$ cat src/hw/tcc_consts.svh
// Purpose: addresses, field positions and reset values of the timer core
// Assumes: word registers sit at their documented byte addresses
// Notes: definitions only
`ifndef TCC_CONSTS_SVH
`define TCC_CONSTS_SVH
// register addresses
`define TCC_ADDR_COUNT 16'hff12
`define TCC_ADDR_CCFIRST 16'hff14
`define TCC_ADDR_CCSECOND 16'hff16
`define TCC_ADDR_MODECTL 16'hff60
`define TCC_ADDR_CCCTL 16'hff62
`define TCC_ADDR_OUTCTL 16'hff63
`define TCC_ADDR_PRESC 16'hff64
// reset values
`define TCC_RST_WORD 16'h0000
`define TCC_RST_BYTE 8'h00
`define TCC_RST_OUT 1'h0
// mode control fields
`define TCC_MODE_OVF 0
`define TCC_MODE_OPLO 2
`define TCC_MODE_OPHI 3
// capture/compare control fields
`define TCC_CC_FIRST_CAP 0
`define TCC_CC_FIRST_SRC 1
`define TCC_CC_SECOND_CAP 2
// output control fields
`define TCC_OUT_EN 0
`define TCC_OUT_ONESHOT 1
`define TCC_OUT_TRIG 2
`define TCC_OUT_PPG 3
// prescaler fields
`define TCC_PS_CLKLO 0
`define TCC_PS_CLKHI 1
`define TCC_PS_ESALO 4
`define TCC_PS_ESAHI 5
`define TCC_PS_ESBLO 6
`define TCC_PS_ESBHI 7
// edge select encodings and count clock selects
`define TCC_ES_00 2'h0
`define TCC_ES_01 2'h1
`define TCC_ES_11 2'h3
`define TCC_CK_DIV1 2'h0
`define TCC_CK_DIV2 2'h1
`define TCC_CK_DIV4 2'h2
`define TCC_DIV4_LAST 2'h3
`define TCC_ONE16 16'h0001
`define TCC_MAX16 16'hffff
`endif

$ cat src/hw/tcc_pkg.sv
// Purpose: shared types of the timer core
// Assumes: nothing
// Notes: enum order follows the two operating-mode bits
package tcc_pkg;
  typedef enum logic [1:0] {
    TCC_STOP,
    TCC_FREE,
    TCC_CLR_EDGE,
    TCC_CLR_MATCH
  } tcc_mode_t;
endpackage

$ cat src/hw/tcc_timer_core.sv
// Purpose: 16-bit timer/event counter with two capture/compare registers
// Assumes: single clk domain; CPU access is one cycle, read data next cycle
// Notes: count clock is an enable derived from clk or from input a edges
// Behaviour
// RULE1 - interval interrupt every programmed count clocks
// RULE2 - count input pulses two clocks wide
// RULE3 - capture counter at edges for widths
// RULE4 - square wave period twice programmed count
// RULE5 - PPG output with programmable cycle, width
// RULE6 - one-shot pulse of programmable width
// RULE7 - counter read-only, increments on count clock
// RULE8 - counter read holds count clock, no loss; code loses a tick at full rate or on two reads
// RULE9 - counter zero on reset or stop
// RULE10 - clear counter on input a edge
// RULE11 - clear counter on first register match
// RULE12 - soft trigger clears counter in one-shot
// RULE13 - counter read never captures second register
// RULE14 - control bit 0 selects capture or compare
// RULE15 - first register written by word only
// RULE16 - compare match raises first match interrupt
// RULE17 - input a capture edges 00,01,11; code 11 captures nothing into the first register
// RULE18 - input b capture edges 00,01,11
// RULE19 - edge select value 10 forbidden
// RULE20 - counter runs whenever mode not 00
// RULE21 - match-clear mode needs nonzero first register
// RULE22 - capture beats concurrent register read
// RULE23 - counter wraps FFFF to 0000
`timescale 1ns/1ns
`default_nettype none
`include "tcc_consts.svh"
module tcc_timer_core (
  // clock and reset
  input wire logic clk,
  input wire logic nrst,
  // cpu memory port
  input wire logic [15:0] busAddr,
  input wire logic [15:0] busWrData,
  input wire logic busWr,
  input wire logic busWord,
  input wire logic busRd,
  output logic [15:0] busRdData,
  // timer pins
  input wire logic timerInputA,
  input wire logic timerInputB,
  output logic timerWaveOutput,
  // match events
  output logic firstMatchIrq,
  output logic secondMatchIrq
);
  logic [1:0] rstPipe;
  logic rstN;
  logic [15:0] count, capCmpFirst, capCmpSecond;
  logic [3:1] modeCtl;
  logic ovfFlag;
  logic [2:0] ccCtl;
  logic [3:0] outCtl;
  logic [7:0] presc;
  logic [1:0] div;
  logic pendTick, oneShotArmed;
  logic aRise, aFall, bRise, bFall;

  // reset released through two flops
  always_ff @(posedge clk or negedge nrst) begin
    if (!nrst) begin
      rstPipe <= 2'h0;
    end else begin
      rstPipe <= {rstPipe[0], 1'h1};
    end
  end
  assign rstN = rstPipe[1];

  // pin synchronisers
  tcc_pin_sync uSyncA (.clk(clk), .rstN(rstN), .pin(timerInputA),
    .rise(aRise), .fall(aFall));
  tcc_pin_sync uSyncB (.clk(clk), .rstN(rstN), .pin(timerInputB),
    .rise(bRise), .fall(bFall));

  // edge selection shared by all edge decodes
  function automatic logic edgeSel(input logic [1:0] es, input logic r,
                                   input logic f, input logic swap);
    logic res;
    res = 1'b0;
    case (es)
      `TCC_ES_00: res = swap ? r : f;
      `TCC_ES_01: res = swap ? f : r;
      `TCC_ES_11: res = r | f;
      default: res = 1'b0; // forbidden code, no edge; see RULE19
    endcase
    return res;
  endfunction

  // decode of fields and accesses
  wire tcc_pkg::tcc_mode_t opMode =
    tcc_pkg::tcc_mode_t'(modeCtl[`TCC_MODE_OPHI:`TCC_MODE_OPLO]);
  wire running = (opMode != tcc_pkg::TCC_STOP); // see RULE20
  wire [1:0] esA = presc[`TCC_PS_ESAHI:`TCC_PS_ESALO];
  wire [1:0] esB = presc[`TCC_PS_ESBHI:`TCC_PS_ESBLO];
  wire [1:0] ckSel = presc[`TCC_PS_CLKHI:`TCC_PS_CLKLO];
  wire aValid = edgeSel(esA, aRise, aFall, 1'b0);
  wire wrMode = busWr && (busAddr == `TCC_ADDR_MODECTL);
  wire wrCcCtl = busWr && (busAddr == `TCC_ADDR_CCCTL);
  wire wrOut = busWr && (busAddr == `TCC_ADDR_OUTCTL);
  wire wrPresc = busWr && (busAddr == `TCC_ADDR_PRESC);
  // byte writes to the word registers are ignored; see RULE15
  wire wrFirst = busWr && busWord && (busAddr == `TCC_ADDR_CCFIRST);
  wire wrSecond = busWr && busWord && (busAddr == `TCC_ADDR_CCSECOND);
  wire rdCount = busRd && (busAddr == `TCC_ADDR_COUNT);

  // count clock: divided peripheral clock or input a valid edges
  wire baseTick = (ckSel == `TCC_CK_DIV1) ? 1'b1 :
                  (ckSel == `TCC_CK_DIV2) ? div[0] :
                  (ckSel == `TCC_CK_DIV4) ? (div == `TCC_DIV4_LAST) :
                  aValid; // see RULE2
  // a read of the counter defers the tick by one clock; see RULE8
  wire wantTick = running && (baseTick || pendTick);
  wire tick = wantTick && !rdCount; // see RULE7

  // compare and clear conditions
  wire firstIsCmp = !ccCtl[`TCC_CC_FIRST_CAP]; // see RULE14
  wire secondIsCmp = !ccCtl[`TCC_CC_SECOND_CAP];
  wire matchFirst = (count == capCmpFirst);
  wire matchSecond = (count == capCmpSecond);
  wire hitFirst = tick && matchFirst; // see RULE16
  wire hitSecond = tick && matchSecond;
  wire oneShotMode = outCtl[`TCC_OUT_ONESHOT];
  wire softTrig = wrOut && busWrData[`TCC_OUT_TRIG] && oneShotMode;
  wire clrEdge = (opMode == tcc_pkg::TCC_CLR_EDGE) && aValid; // see RULE10
  wire clrMatch = (opMode == tcc_pkg::TCC_CLR_MATCH) && hitFirst;
  wire wrap = tick && (count == `TCC_MAX16);

  // capture triggers
  wire capFirstSrcA = ccCtl[`TCC_CC_FIRST_SRC];
  // code 11 on the input a path captures nothing into the first register; see RULE17
  wire capFirstA = (esA != `TCC_ES_11) && edgeSel(esA, aRise, aFall, 1'b1); // see RULE17
  wire capFirstB = edgeSel(esB, bRise, bFall, 1'b0); // see RULE18
  wire capFirst = running && !firstIsCmp &&
                  (capFirstSrcA ? capFirstA : capFirstB); // see RULE3
  // only input a edges capture into the second register; see RULE13
  wire capSecond = running && !secondIsCmp && aValid;

  // next counter value, clears before increment
  logic [15:0] next_count;
  always_comb begin
    next_count = count;
    if (!running) begin
      next_count = `TCC_RST_WORD; // see RULE9
    end else if (clrEdge || softTrig) begin
      next_count = `TCC_RST_WORD; // see RULE12
    end else if (clrMatch) begin
      next_count = `TCC_RST_WORD; // see RULE11
    end else if (tick) begin
      next_count = count + `TCC_ONE16; // wraps; see RULE23
    end
  end

  // counter, divider and deferred tick
  always_ff @(posedge clk or negedge rstN) begin
    if (!rstN) begin
      count <= `TCC_RST_WORD;
      div <= 2'h0;
      pendTick <= 1'b0;
    end else begin
      count <= next_count;
      div <= div + 2'h1;
      // an owed tick rides along while the base clock keeps ticking, so
      // a read at full rate is never paid back; two reads before it is paid drop one
      pendTick <= wantTick && (rdCount || (pendTick && baseTick)); // see RULE8
    end
  end

  // capture/compare registers; capture wins over cpu write
  always_ff @(posedge clk or negedge rstN) begin
    if (!rstN) begin
      capCmpFirst <= `TCC_RST_WORD;
      capCmpSecond <= `TCC_RST_WORD;
    end else begin
      if (capFirst) begin
        capCmpFirst <= count; // see RULE3
      end else if (wrFirst) begin
        capCmpFirst <= busWrData; // see RULE15
      end
      if (capSecond) begin
        capCmpSecond <= count;
      end else if (wrSecond) begin
        capCmpSecond <= busWrData;
      end
    end
  end

  // control registers; overflow set wins over software clear
  always_ff @(posedge clk or negedge rstN) begin
    if (!rstN) begin
      modeCtl <= 3'h0;
      ovfFlag <= 1'b0;
      ccCtl <= 3'h0;
      outCtl <= 4'h0;
      presc <= `TCC_RST_BYTE;
    end else begin
      if (wrMode) begin
        modeCtl <= busWrData[3:1];
      end
      if (wrap) begin
        ovfFlag <= 1'b1;
      end else if (wrMode) begin
        ovfFlag <= busWrData[`TCC_MODE_OVF];
      end
      if (wrCcCtl) begin
        ccCtl <= busWrData[2:0];
      end
      if (wrOut) begin
        outCtl <= busWrData[3:0] & 4'hb; // trigger bit never stored
      end
      if (wrPresc) begin
        presc <= busWrData[7:0];
      end
    end
  end

  // read mux; a coinciding capture already shows here; see RULE22
  logic [15:0] rdMux;
  always_comb begin
    case (busAddr)
      `TCC_ADDR_COUNT: rdMux = count;
      `TCC_ADDR_CCFIRST: rdMux = capFirst ? count : capCmpFirst;
      `TCC_ADDR_CCSECOND: rdMux = capSecond ? count : capCmpSecond;
      `TCC_ADDR_MODECTL: rdMux = {12'h000, modeCtl, ovfFlag};
      `TCC_ADDR_CCCTL: rdMux = {13'h0000, ccCtl};
      `TCC_ADDR_OUTCTL: rdMux = {12'h000, outCtl};
      `TCC_ADDR_PRESC: rdMux = {8'h00, presc};
      default: rdMux = `TCC_RST_WORD; // unmapped reads zero
    endcase
  end

  // wave output: square wave toggles on first match, ppg and one-shot
  // set at second match and drop at first match
  wire pulseMode = outCtl[`TCC_OUT_PPG] || oneShotMode;
  wire outSet = pulseMode && hitSecond && (!oneShotMode || oneShotArmed);
  wire outClr = pulseMode && hitFirst;
  logic next_wave;
  always_comb begin
    next_wave = timerWaveOutput;
    if (!outCtl[`TCC_OUT_EN] || !running) begin
      next_wave = 1'b0;
    end else if (outSet) begin
      next_wave = 1'b1; // see RULE5
    end else if (outClr) begin
      next_wave = 1'b0; // see RULE6
    end else if (!pulseMode && hitFirst) begin
      next_wave = !timerWaveOutput; // see RULE4
    end
  end

  // registered outputs
  always_ff @(posedge clk or negedge rstN) begin
    if (!rstN) begin
      busRdData <= `TCC_RST_WORD;
      timerWaveOutput <= `TCC_RST_OUT;
      firstMatchIrq <= `TCC_RST_OUT;
      secondMatchIrq <= `TCC_RST_OUT;
      oneShotArmed <= 1'b0;
    end else begin
      busRdData <= busRd ? rdMux : `TCC_RST_WORD;
      timerWaveOutput <= next_wave;
      firstMatchIrq <= hitFirst && firstIsCmp; // see RULE1
      secondMatchIrq <= hitSecond && secondIsCmp;
      if (softTrig) begin
        oneShotArmed <= 1'b1; // see RULE6
      end else if (outClr) begin
        oneShotArmed <= 1'b0;
      end
    end
  end
endmodule // tcc_timer_core
`default_nettype wire

$ cat src/hw/tcc_pin_sync.sv
// Purpose: three-stage synchroniser with edge pulses for one timer pin
// Assumes: pin is asynchronous to clk
// Notes: an edge is taken once stages two and three agree
`timescale 1ns/1ns
`default_nettype none
`include "tcc_consts.svh"
module tcc_pin_sync (
  // clock and reset
  input wire logic clk,
  input wire logic rstN,
  // pin and edges
  input wire logic pin,
  output logic rise,
  output logic fall
);
  logic s1, s2, s3, level;
  wire agree = (s2 == s3);

  // s1 feeds only s2; a glitch shorter than two clocks never agrees
  always_ff @(posedge clk or negedge rstN) begin
    if (!rstN) begin
      s1 <= `TCC_RST_OUT;
      s2 <= `TCC_RST_OUT;
      s3 <= `TCC_RST_OUT;
      level <= `TCC_RST_OUT;
      rise <= `TCC_RST_OUT;
      fall <= `TCC_RST_OUT;
    end else begin
      s1 <= pin;
      s2 <= s1;
      s3 <= s2;
      if (agree) begin
        level <= s3;
      end
      rise <= agree && s3 && !level; // see RULE2
      fall <= agree && !s3 && level; // see RULE2
    end
  end
endmodule // tcc_pin_sync
`default_nettype wire

$ cat config.mk
export PLATFORM = sky130hd
export DESIGN_NAME = tcc_timer_core
export DESIGN_NICKNAME = d
export VERILOG_FILES = /design/src/hw/tcc_pkg.sv /design/src/hw/tcc_timer_core.sv /design/src/hw/tcc_pin_sync.sv
export VERILOG_INCLUDE_DIRS = /design/src /design/src/hw
export SDC_FILE = /design/constraint.sdc
export NUM_CORES = 1
export LEC_CHECK = 0
export ABC_AREA = 1
export BUFFER_PORTS_ARGS = -buffer_cell sky130_fd_sc_hd__buf_2
export CAP_MARGIN = 20
export CORE_ASPECT_RATIO = 0.8
export CORE_MARGIN = 2
export CORE_UTILIZATION = 43
export DETAILED_ROUTE_END_ITERATION = 16
export PLACE_DENSITY = 0.58
export SLEW_MARGIN = 40
export SYNTH_ARGS = -nofsm -noshare
export SYNTH_HDL_FRONTEND = slang
export SYNTH_SLANG_ARGS = --single-unit
$ cat constraint.sdc
create_clock -name clk -period 8.6 [get_ports clk]
set_input_delay 0.86 -clock clk [delete_from_list [all_inputs] [get_ports clk]]
set_output_delay 0.86 -clock clk [all_outputs]
set_load 0.01 [all_outputs]
Word-level counts from Yosys, hierarchy flattened
Index checks and enable logic that the tools add are counted.
{ "totals": {"register_bits": 103, "input_bits": 39, "out_inout_bits": 19, "wordCells": 147} }
{ "op_classes": {"addsub": 2, "eq_ne": 23, "muxes": 27, "n_bitwise": 2, "reduce_logical": 65} }
{ "ops": {"columns": ["cell", "count"], "rows": [
  ["$mux 16", 11],
  ["$eq 16x16->1 const B", 8],
  ["$pmux 16 s7", 1],
  ["$logic_and 1x1->1", 38],
  ["$eq 16x16->1", 2],
  ["$add 16x1->16 const B", 1],
  ["$eq 2x2->1 const B", 6],
  ["$logic_not 1->1", 12],
  ["$mux 1", 12],
  ["$reduce_bool 2->1", 5],
  ["$pmux 1 s3", 3],
  ["$eq 2x1->1 const B", 3],
  ["$logic_not 2->1", 3],
  ["$logic_or 1x1->1", 6],
  ["$ne 4x1->1 const B", 1],
  ["$reduce_bool 4->1", 1],
  ["$add 2x1->2 const B", 1],
  ["$eq 1x1->1", 2],
  ["$ne 2x2->1 const B", 1],
  ["$or 1x1->1", 2]
]} }

Logic depth before layout (Yosys ltp)
Gate-level depths: netlist of run 1.
{ "logic_depth": {"word_depth": 14, "ltp_mapped": 14, "mapped_depth_nobuf": 13} }

Modules after synthesis
Synthesis of run 1 repeated with hierarchy kept, for this count alone.
{ "unflattened": {"cells_unflattened": 815, "hier_area_um2": 6247.2} }
{ "modules_own_cells": {"columns": ["module", "instances", "cells_each", "area_each_um2", "seq_area_each_um2"], "rows": [
  ["tcc_timer_core", 1, 779, 5821.8, 2277.2],
  ["tcc_pin_sync", 2, 18, 212.7, 150.1]
]} }

Worst setup path before layout of run 1
OpenSTA, ideal clock, no wires.
{ "synth_path": {"path_kind": "input-to-reg", "startpoint": "in busAddr[13]", "endpoint": "reg count[7]", "setup_time_ps": 65, "arrival_ps": 2010, "required_time_ps": 8535, "path_slack_ps": 6524, "cell_stages": 11, "path_buffers": 1, "cell_sequence": "nand2_1 nor2_4 nand2_4 nor2_8 nand3b_4 nand3_4 inv_4 nor2_8 buf_8 nand4_1 nand2_1"} }
{ "synth_via": {"elab_chain_cells": 9, "elab_cells_between_ends": 15, "cone_classes": "eq/ne: 3; mux: 3; reduce/logical: 9"} }
{ "synth_lines": {"columns": ["item", "line", "text"], "rows": [
  ["start: declaration", "tcc_timer_core.sv:36", "input wire logic [15:0] busAddr,"],
  ["$eq 16x16->1", null, null],
  ["$logic_and 1x1->1", "tcc_timer_core.sv:107", "wire rdCount = busRd && (busAddr == `TCC_ADDR_COUNT);"],
  ["$logic_not 1->1", "tcc_timer_core.sv:116", "wire tick = wantTick && !rdCount;"],
  ["$logic_and 1x1->1", "tcc_timer_core.sv:116", null],
  ["$logic_and 1x1->1", "tcc_timer_core.sv:123", "wire hitFirst = tick && matchFirst;"],
  ["$logic_and 1x1->1", "tcc_timer_core.sv:128", "wire clrMatch = (opMode == tcc_pkg::TCC_CLR_MATCH) && hitFirst;"],
  ["$mux 16", "tcc_timer_core.sv:149", "end else if (clrMatch) begin"],
  ["$mux 16", "tcc_timer_core.sv:147", "end else if (clrEdge || softTrig) begin"],
  ["$mux 16", "tcc_timer_core.sv:145", "if (!running) begin"],
  ["end signal: assignment", "tcc_timer_core.sv:159", "count <= `TCC_RST_WORD;"],
  ["end signal: assignment", "tcc_timer_core.sv:163", "count <= next_count;"],
  ["end: declaration", "tcc_timer_core.sv:52", "logic [15:0] count, capCmpFirst, capCmpSecond;"]
]} }
Parallel ways exist; a longest one is shown, timed or not.
A chain may end at the register's enable or synchronous reset.

Worst setup path in the final report of run 1
{ "layout_path": {"startpoint": "in busAddr[0]", "endpoint": "reg capCmpFirst[2]"} }
{ "layout_via": {"elab_chain_cells": 3} }
{ "layout_lines": {"columns": ["item", "line", "text"], "rows": [
  ["$eq 16x16->1", null, null],
  ["$logic_and 1x1->1", "tcc_timer_core.sv:105", "wire wrFirst = busWr && busWord && (busAddr == `TCC_ADDR_CCFIRST);"],
  ["$reduce_bool 2->1 (no line)", null, null],
  ["end signal: assignment", "tcc_timer_core.sv:174", "capCmpFirst <= `TCC_RST_WORD;"],
  ["end signal: assignment", "tcc_timer_core.sv:178", "capCmpFirst <= count;"],
  ["end signal: assignment", "tcc_timer_core.sv:180", "capCmpFirst <= busWrData;"],
  ["end: declaration", "tcc_timer_core.sv:52", null]
]} }
No other way between the ends.

==> results of run 1 <==
[power by group]
part	switching (W)	internal (W)
registers	0.00000500	0.000488
clock network	0.000200	0.000238
logic	0.0000282	0.0000116
[cell usage after synthesis, types with 2 or more instances]
cell and instances:
a21oi_1 33, a22oi_1 8, a31oi_1 4, buf_2 28
buf_4 5, buf_6 4, clkbuf_1 2, dfrtp_1 103
ha_1 6, inv_1 73, inv_2 13, nand2_1 157
nand2_2 5, nand2_4 3, nand3_1 61, nand3_2 18
nand4_1 29, nor2_1 58, nor2_2 5, nor2_4 7
nor2_8 2, nor3_1 10, nor3_4 3, o2111ai_1 2
o211ai_1 7, o21ai_0 43, o21ai_1 16, o21ai_2 3
o221ai_1 18, o221ai_2 4, o22ai_1 3, xnor2_1 24
xor2_1 7
[worst max path at each step]
| stage | end | slack (ns) |
|---|---|---|
| 6_report | capCmpFirst[2] | 6.00 |
| 5_1_grt | capCmpFirst[6] | 5.89 |
| 4_1_cts | capCmpFirst[2] | 6.05 |
| 3_5_place_dp | capCmpFirst[2] | 5.67 |
| 3_3_place_gp | capCmpFirst[2] | 5.77 |
| 2_1_floorplan | busRdData[0] | 5.52 |
[cells by family after synthesis]
logic type      after synthesis  synth area share, %
compound gates              143                 14.2
fa+ha+maj                     6                 1.19
simple gates                365                 30.0
buf+inv                     128                 9.19
flops                       103                 40.9
other cells                   1               0.0595
xor+xnor                     31                 4.31
mux                           1                0.179
[metal layers]
| layer | track usage [%] | vias up |
|---|---|---|
| met4 | 5.19 | 0 |
| met5 | 0 | - |
| li1 | - | 2677 |
| met3 | 5.63 | 16 |
| met1 | 34.8 | 2715 |
| met2 | 33.6 | 174 |
[cell type report]
| class | count | area share [%] |
|---|---|---|
| multi-input combinational | 547 | 45.5 |
| clock inverter | 6 | 1.08 |
| timing repair buffer | 61 | 4.60 |
| sequential | 103 | 37.3 |
| inverter | 87 | 4.75 |
| clock buffer | 10 | 3.45 |
| tap | 184 | 3.32 |
[cells in the final DEF, fill, tap and decap left out, types with 24 or more instances in the layout]
cell / n
a21oi_1: 33
xnor2_1: 24
dfrtp_1: 102
nand3_1: 61
nand2_1: 157
nor2_1: 58
o21ai_0: 43
buf_2: 57
inv_1: 73
nand4_1: 29
[state kept, by name (all words and copies together) (netlist names), 2 cells and up]
register      count
busRdData        16
capCmpFirst      16
capCmpSecond     16
count            16
presc             8
ccCtl             3
modeCtl           3
outCtl            3
div               2
rstPipe           2
[per-stage QoR]
step	std cells	hold WS, ns	utilization (%)	area, um2	total power (W)
after floorplan	778	0.331	-	6300	0.000521
after global placement	980	0.255	46.1	6590	0.000542
after detailed placement	982	0.266	46.3	6620	0.000544
after CTS	998	0.254	48.5	6930	0.000985
after global routing	998	0.248	48.5	6930	0.00101
final	998	0.252	48.5	6930	0.000971
==> impl_metrics.toml, run 1 <==
[clocking]
clock_sinks = 103
cts_buffer_depth = 2
cts.repair.resized = 0
holdBufCountCts = 0
clock-root-buffer = "clkbuf_16"
post-cts-setup-buffers = 0
cts_inserted_buffers = 9
cts_max_level = 3
clkTransAtPathRegs_ns = 0.07
clkLatencyLatePin_ns = 0.36
cts_tree = "yes"

[critical_path]
crit_type = "input pin to flop"
cpLargestDelayFamily = "simple AND/OR/NAND/NOR gates"
cp_max_fo = 15
required_ns = 8.81
critPathLaunchType = "input pin"
r2r_end = "busRdData[2]"
worst_ep_arrival_time_ns = 2.81
crit_chain = "buf_2, nor2_4, nand2_4, nor3_4, inv_2, nor2_2, o221ai_1"
path_buf_inv = 2
rrSetupSlack_ns = 6.26
slowest_stage = "nor3_4"
slowest_delay_ns = 0.65
crit_path_end_kind = "flop"
reg2reg_depth = 10
startpoint = "busAddr[0]"
rr_startpoint = "presc[7]"
worst-path-stages = 7

[synth]
synth_seq_area_share_pct = 40.9
synthCells = 778
yosys_warnings = 0
synth-seq-cells = 103
ys_types = 47
syn_area_um2 = 6300
synth.top_cell.area_share_pct = 40.9
synth_area_leaders = "dfrtp_1 (41%), nand2_1 (9.3%), nand3_1 (4.8%)"
syn_nets = 823
async_flop_share_pct = 100
ys.flop_type = "dfrtp_1"
synth_edf_count = 0
syn_avg_cell_area_um2 = 8.10
yosysTopAreaCell = "dfrtp_1"

[floorplanning]
coreArea_um2 = 14300
die_h_um = 112
die_w_um = 139
design.die.area_um2 = 15700
rows = 39
io_pins = 58
start_util_pct = 44.1

[final_layout]
num_antenna_cells = 0
area_delta_synth_final_pct = 9.90
fillers = 1421
multiInputGateArea_um2 = 3160
drive_gt1_share_pct = 18.1
seq_area_um2 = 2580
layout.nets = 854

[detailed_routing]
wire_per_inst_um = 17.6
wl_met1_mm = 8.61
dr_wl_met2_mm = 7.67
avgViaCountPerCell = 5.59
vias = 5582
dr.pass1.iters = 7
wl_met3_mm = 1.12
top_layer_used = "met4"
ant_nets = 0
wirelength_mm = 17.6
drt_iter0_markers = 496
drc = 0

[timing]
setup_ws_ns = 6.00
slew_violations = 0
max_freq_ghz = 0.385
setup_viol = 0
fin_crit_ns = 2.60
worstMarginPinSlew_ns = 0.841
report.final.hold_viol_count = 0
rsz0062_at_grt = "false"
relSlewSlack_pct = 43.9
fin_tns_setup_ns = 0
finalCritPeriodShare_pct = 30.2
clock_skew_ns = 0.00521

[grt]
grt_overflow = 0
grt_pass1_wl_mm = 28.1
antenna_found_initial = 0
grt_max_degree = 73
grt_usage_pct = 23.1
grt_pass1_vias = 5180

[worst_hold_path]
holdCritPathClass = "flop to async pin"

[run]
cap_violations = 0

[power_and_ir_drop]
ir_worst_vdd_v = 0.000136
powerDensity_nw_per_um2 = 140
leakage_nw = 3.25

[place]
dp_slack_ns = 5.67
gp_congestion = 0.896
portBuffers = 57
dp_hpwl_mm = 13.0

[outcome]
status = "finished, final reports clean"
Note: power is estimated with default switching activity, not from simulation.
==> run 2, diff against run 1 <==
clock period = 2.51 ns   (was 8.6 ns; I/O delays follow)
==> run 2 against run 1 <==
  * Total power grew to 3.4 times the previous value
  * Worst hold slack worse by 0.10 ns
  * Sequential share of layout area is 0.66 points lower
==> impl_metrics.toml, run 2 (synthesis results as in run 1) <==
[outcome]
status = "finished, final reports clean"

[detailed_routing]
dr.pass1.iters = 5
avgViaCountPerCell = 5.58
drt_iter0_markers = 573
wl_met1_mm = 8.58
drc = 0
wirelength_mm = 18.0
wl_met3_mm = 1.33
ant_nets = 0
vias = 5659
dr_wl_met2_mm = 7.85
top_layer_used = "met4"
wire_per_inst_um = 17.8

[run]
cap_violations = 0

[grt]
grt_pass1_vias = 5308
grt_usage_pct = 23.7
grt_max_degree = 61
grt_pass1_wl_mm = 28.9
grt_overflow = 0
antenna_found_initial = 0

[power_and_ir_drop]
p_int_w = 0.00250
leakage_nw = 3.33
combPwrFrac_pct = 4.3
seqPwrFrac_pct = 51.4
powerDensity_nw_per_um2 = 466
power_switching_w = 0.000789
p_sw_share_pct = 24.0
ir_worst_vdd_v = 0.000390
p_clk_share_pct = 44.3

[critical_path]
critPathLaunchType = "flop"
crit_path_end_kind = "flop"
rrSetupSlack_ns = 0.37
cp_max_fo = 20
crit_type = "flop to flop"
required_ns = 2.77
critPathMostFrequentCell = "nand2_1"
cpLargestDelayFamily = "simple AND/OR/NAND/NOR gates"
path_buf_inv = 2
crit_chain = "inv_1, nand2_1, nand3_1, nand2_2, nand2_1, buf_4, nand2_1, a21oi_1, nor2_1, a21oi_1"
slowest_stage = "dfrtp_1"
slowest_delay_ns = 0.41
worst_ep_arrival_time_ns = 2.40

[place]
portBuffers = 57
dp_hpwl_mm = 13.4
dp_slack_ns = 0.404
gp_congestion = 0.921

[final_layout]
num_antenna_cells = 0
final_common_cell = "nand2_1"
seq_area_um2 = 2580
area_delta_synth_final_pct = 11.9
final_cell_mix = "nand2_1 (157), dfrtp_1 (102), inv_1 (73)"
drive_gt1_share_pct = 19.2
fillers = 1418
layout.nets = 870
multiInputGateArea_um2 = 3150

[worst_hold_path]
holdCritPathClass = "input pin to flop"

[timing]
worstMarginPinSlew_ns = 0.668
max_freq_ghz = 0.468
setup_viol = 0
setup_ws_ns = 0.371
slew_violations = 0
rsz0062_at_grt = "false"
clock_skew_ns = 0.00850
report.final.hold_viol_count = 0
finalCritPeriodShare_pct = 85.2
fin_tns_setup_ns = 0
fin_crit_ns = 2.14
relSlewSlack_pct = 55.5

[floorplanning]
rows = 39
coreArea_um2 = 14300
design.die.area_um2 = 15700
die_h_um = 112
die_w_um = 139
io_pins = 58
start_util_pct = 44.1

[clocking]
clkLatencyLatePin_ns = 0.36
post-cts-setup-buffers = 0
cts_max_level = 3
clkTransAtPathRegs_ns = 0.07
cts.repair.resized = 0
cts_inserted_buffers = 9
cts_buffer_depth = 2
clock-root-buffer = "clkbuf_16"
clock_sinks = 103
cts_tree = "yes"
==> run 2: power by group through the flow <==
stage	sequential (W)	clock, W	combinational [W]
2_1_floorplan	0.00174	0	0.0000500
3_3_place_gp	0.00173	0	0.000136
3_5_place_dp	0.00173	0	0.000140
4_1_cts	0.00169	0.00149	0.000144
5_1_grt	0.00170	0.00156	0.000158
6_report	0.00169	0.00146	0.000141
==> run 2: per-layer routing <==
metal / vias up / GRT usage, %
met5: - / 0
li1: 2712 / -
met2: 198 / 35.0
met4: 0 / 6.06
met3: 21 / 4.18
met1: 2728 / 35.9
==> run 2: layout make-up <==
type,instances,area share [%]
Sequential cell,103,36.6
Tap cell,184,3.26
Timing Repair Buffer,77,6.63
Clock buffer,10,3.25
Clock inverter,6,0.976
Inverter,87,4.66
Multi-Input combinational cell,547,44.6
==> run 2: path summary, 6_finish.rpt <==
kind,cells past startpoint,endpoint,from
min in group asynchronous,2,rstPipe[1],nrst
hold / removal,3,capCmpFirst[14],busWrData[14]
setup reg to reg,10,busRdData[4],presc[5]
hold reg to reg,0,capCmpFirst[9],rstPipe[1]
setup / recovery,10,busRdData[4],presc[5]
max in group asynchronous,1,count[6],rstPipe[1]
==> run 2: worst reg2reg max path, stage by stage, from the launching register on <==
cell     delay [ns]
dfrtp_1        0.41
inv_1          0.11
nand2_1        0.07
nand3_1        0.10
nand2_2        0.16
nand2_1        0.36
buf_4          0.31
nand2_1        0.11
a21oi_1        0.15
nor2_1         0.07
a21oi_1        0.19
==> run 2: what timing repair did <==
action,in CTS,in global routing
hold endpoints to repair,4,0
setup endpoints to repair,0,0
hold buffers,3,0
==> run 2: per-stage QoR <==
step                cells  area, um2  hold slack [ns]  utilization (%)  total power, W
detailed placement    995       6730           0.0370             47.0         0.00187
global route         1014       7050            0.160             49.3         0.00341
floorplan             778       6310          -0.0446                -         0.00179
finish               1014       7050            0.148             49.3         0.00329
CTS                  1014       7050            0.144             49.3         0.00333
global placement      995       6730           0.0350             47.0         0.00186
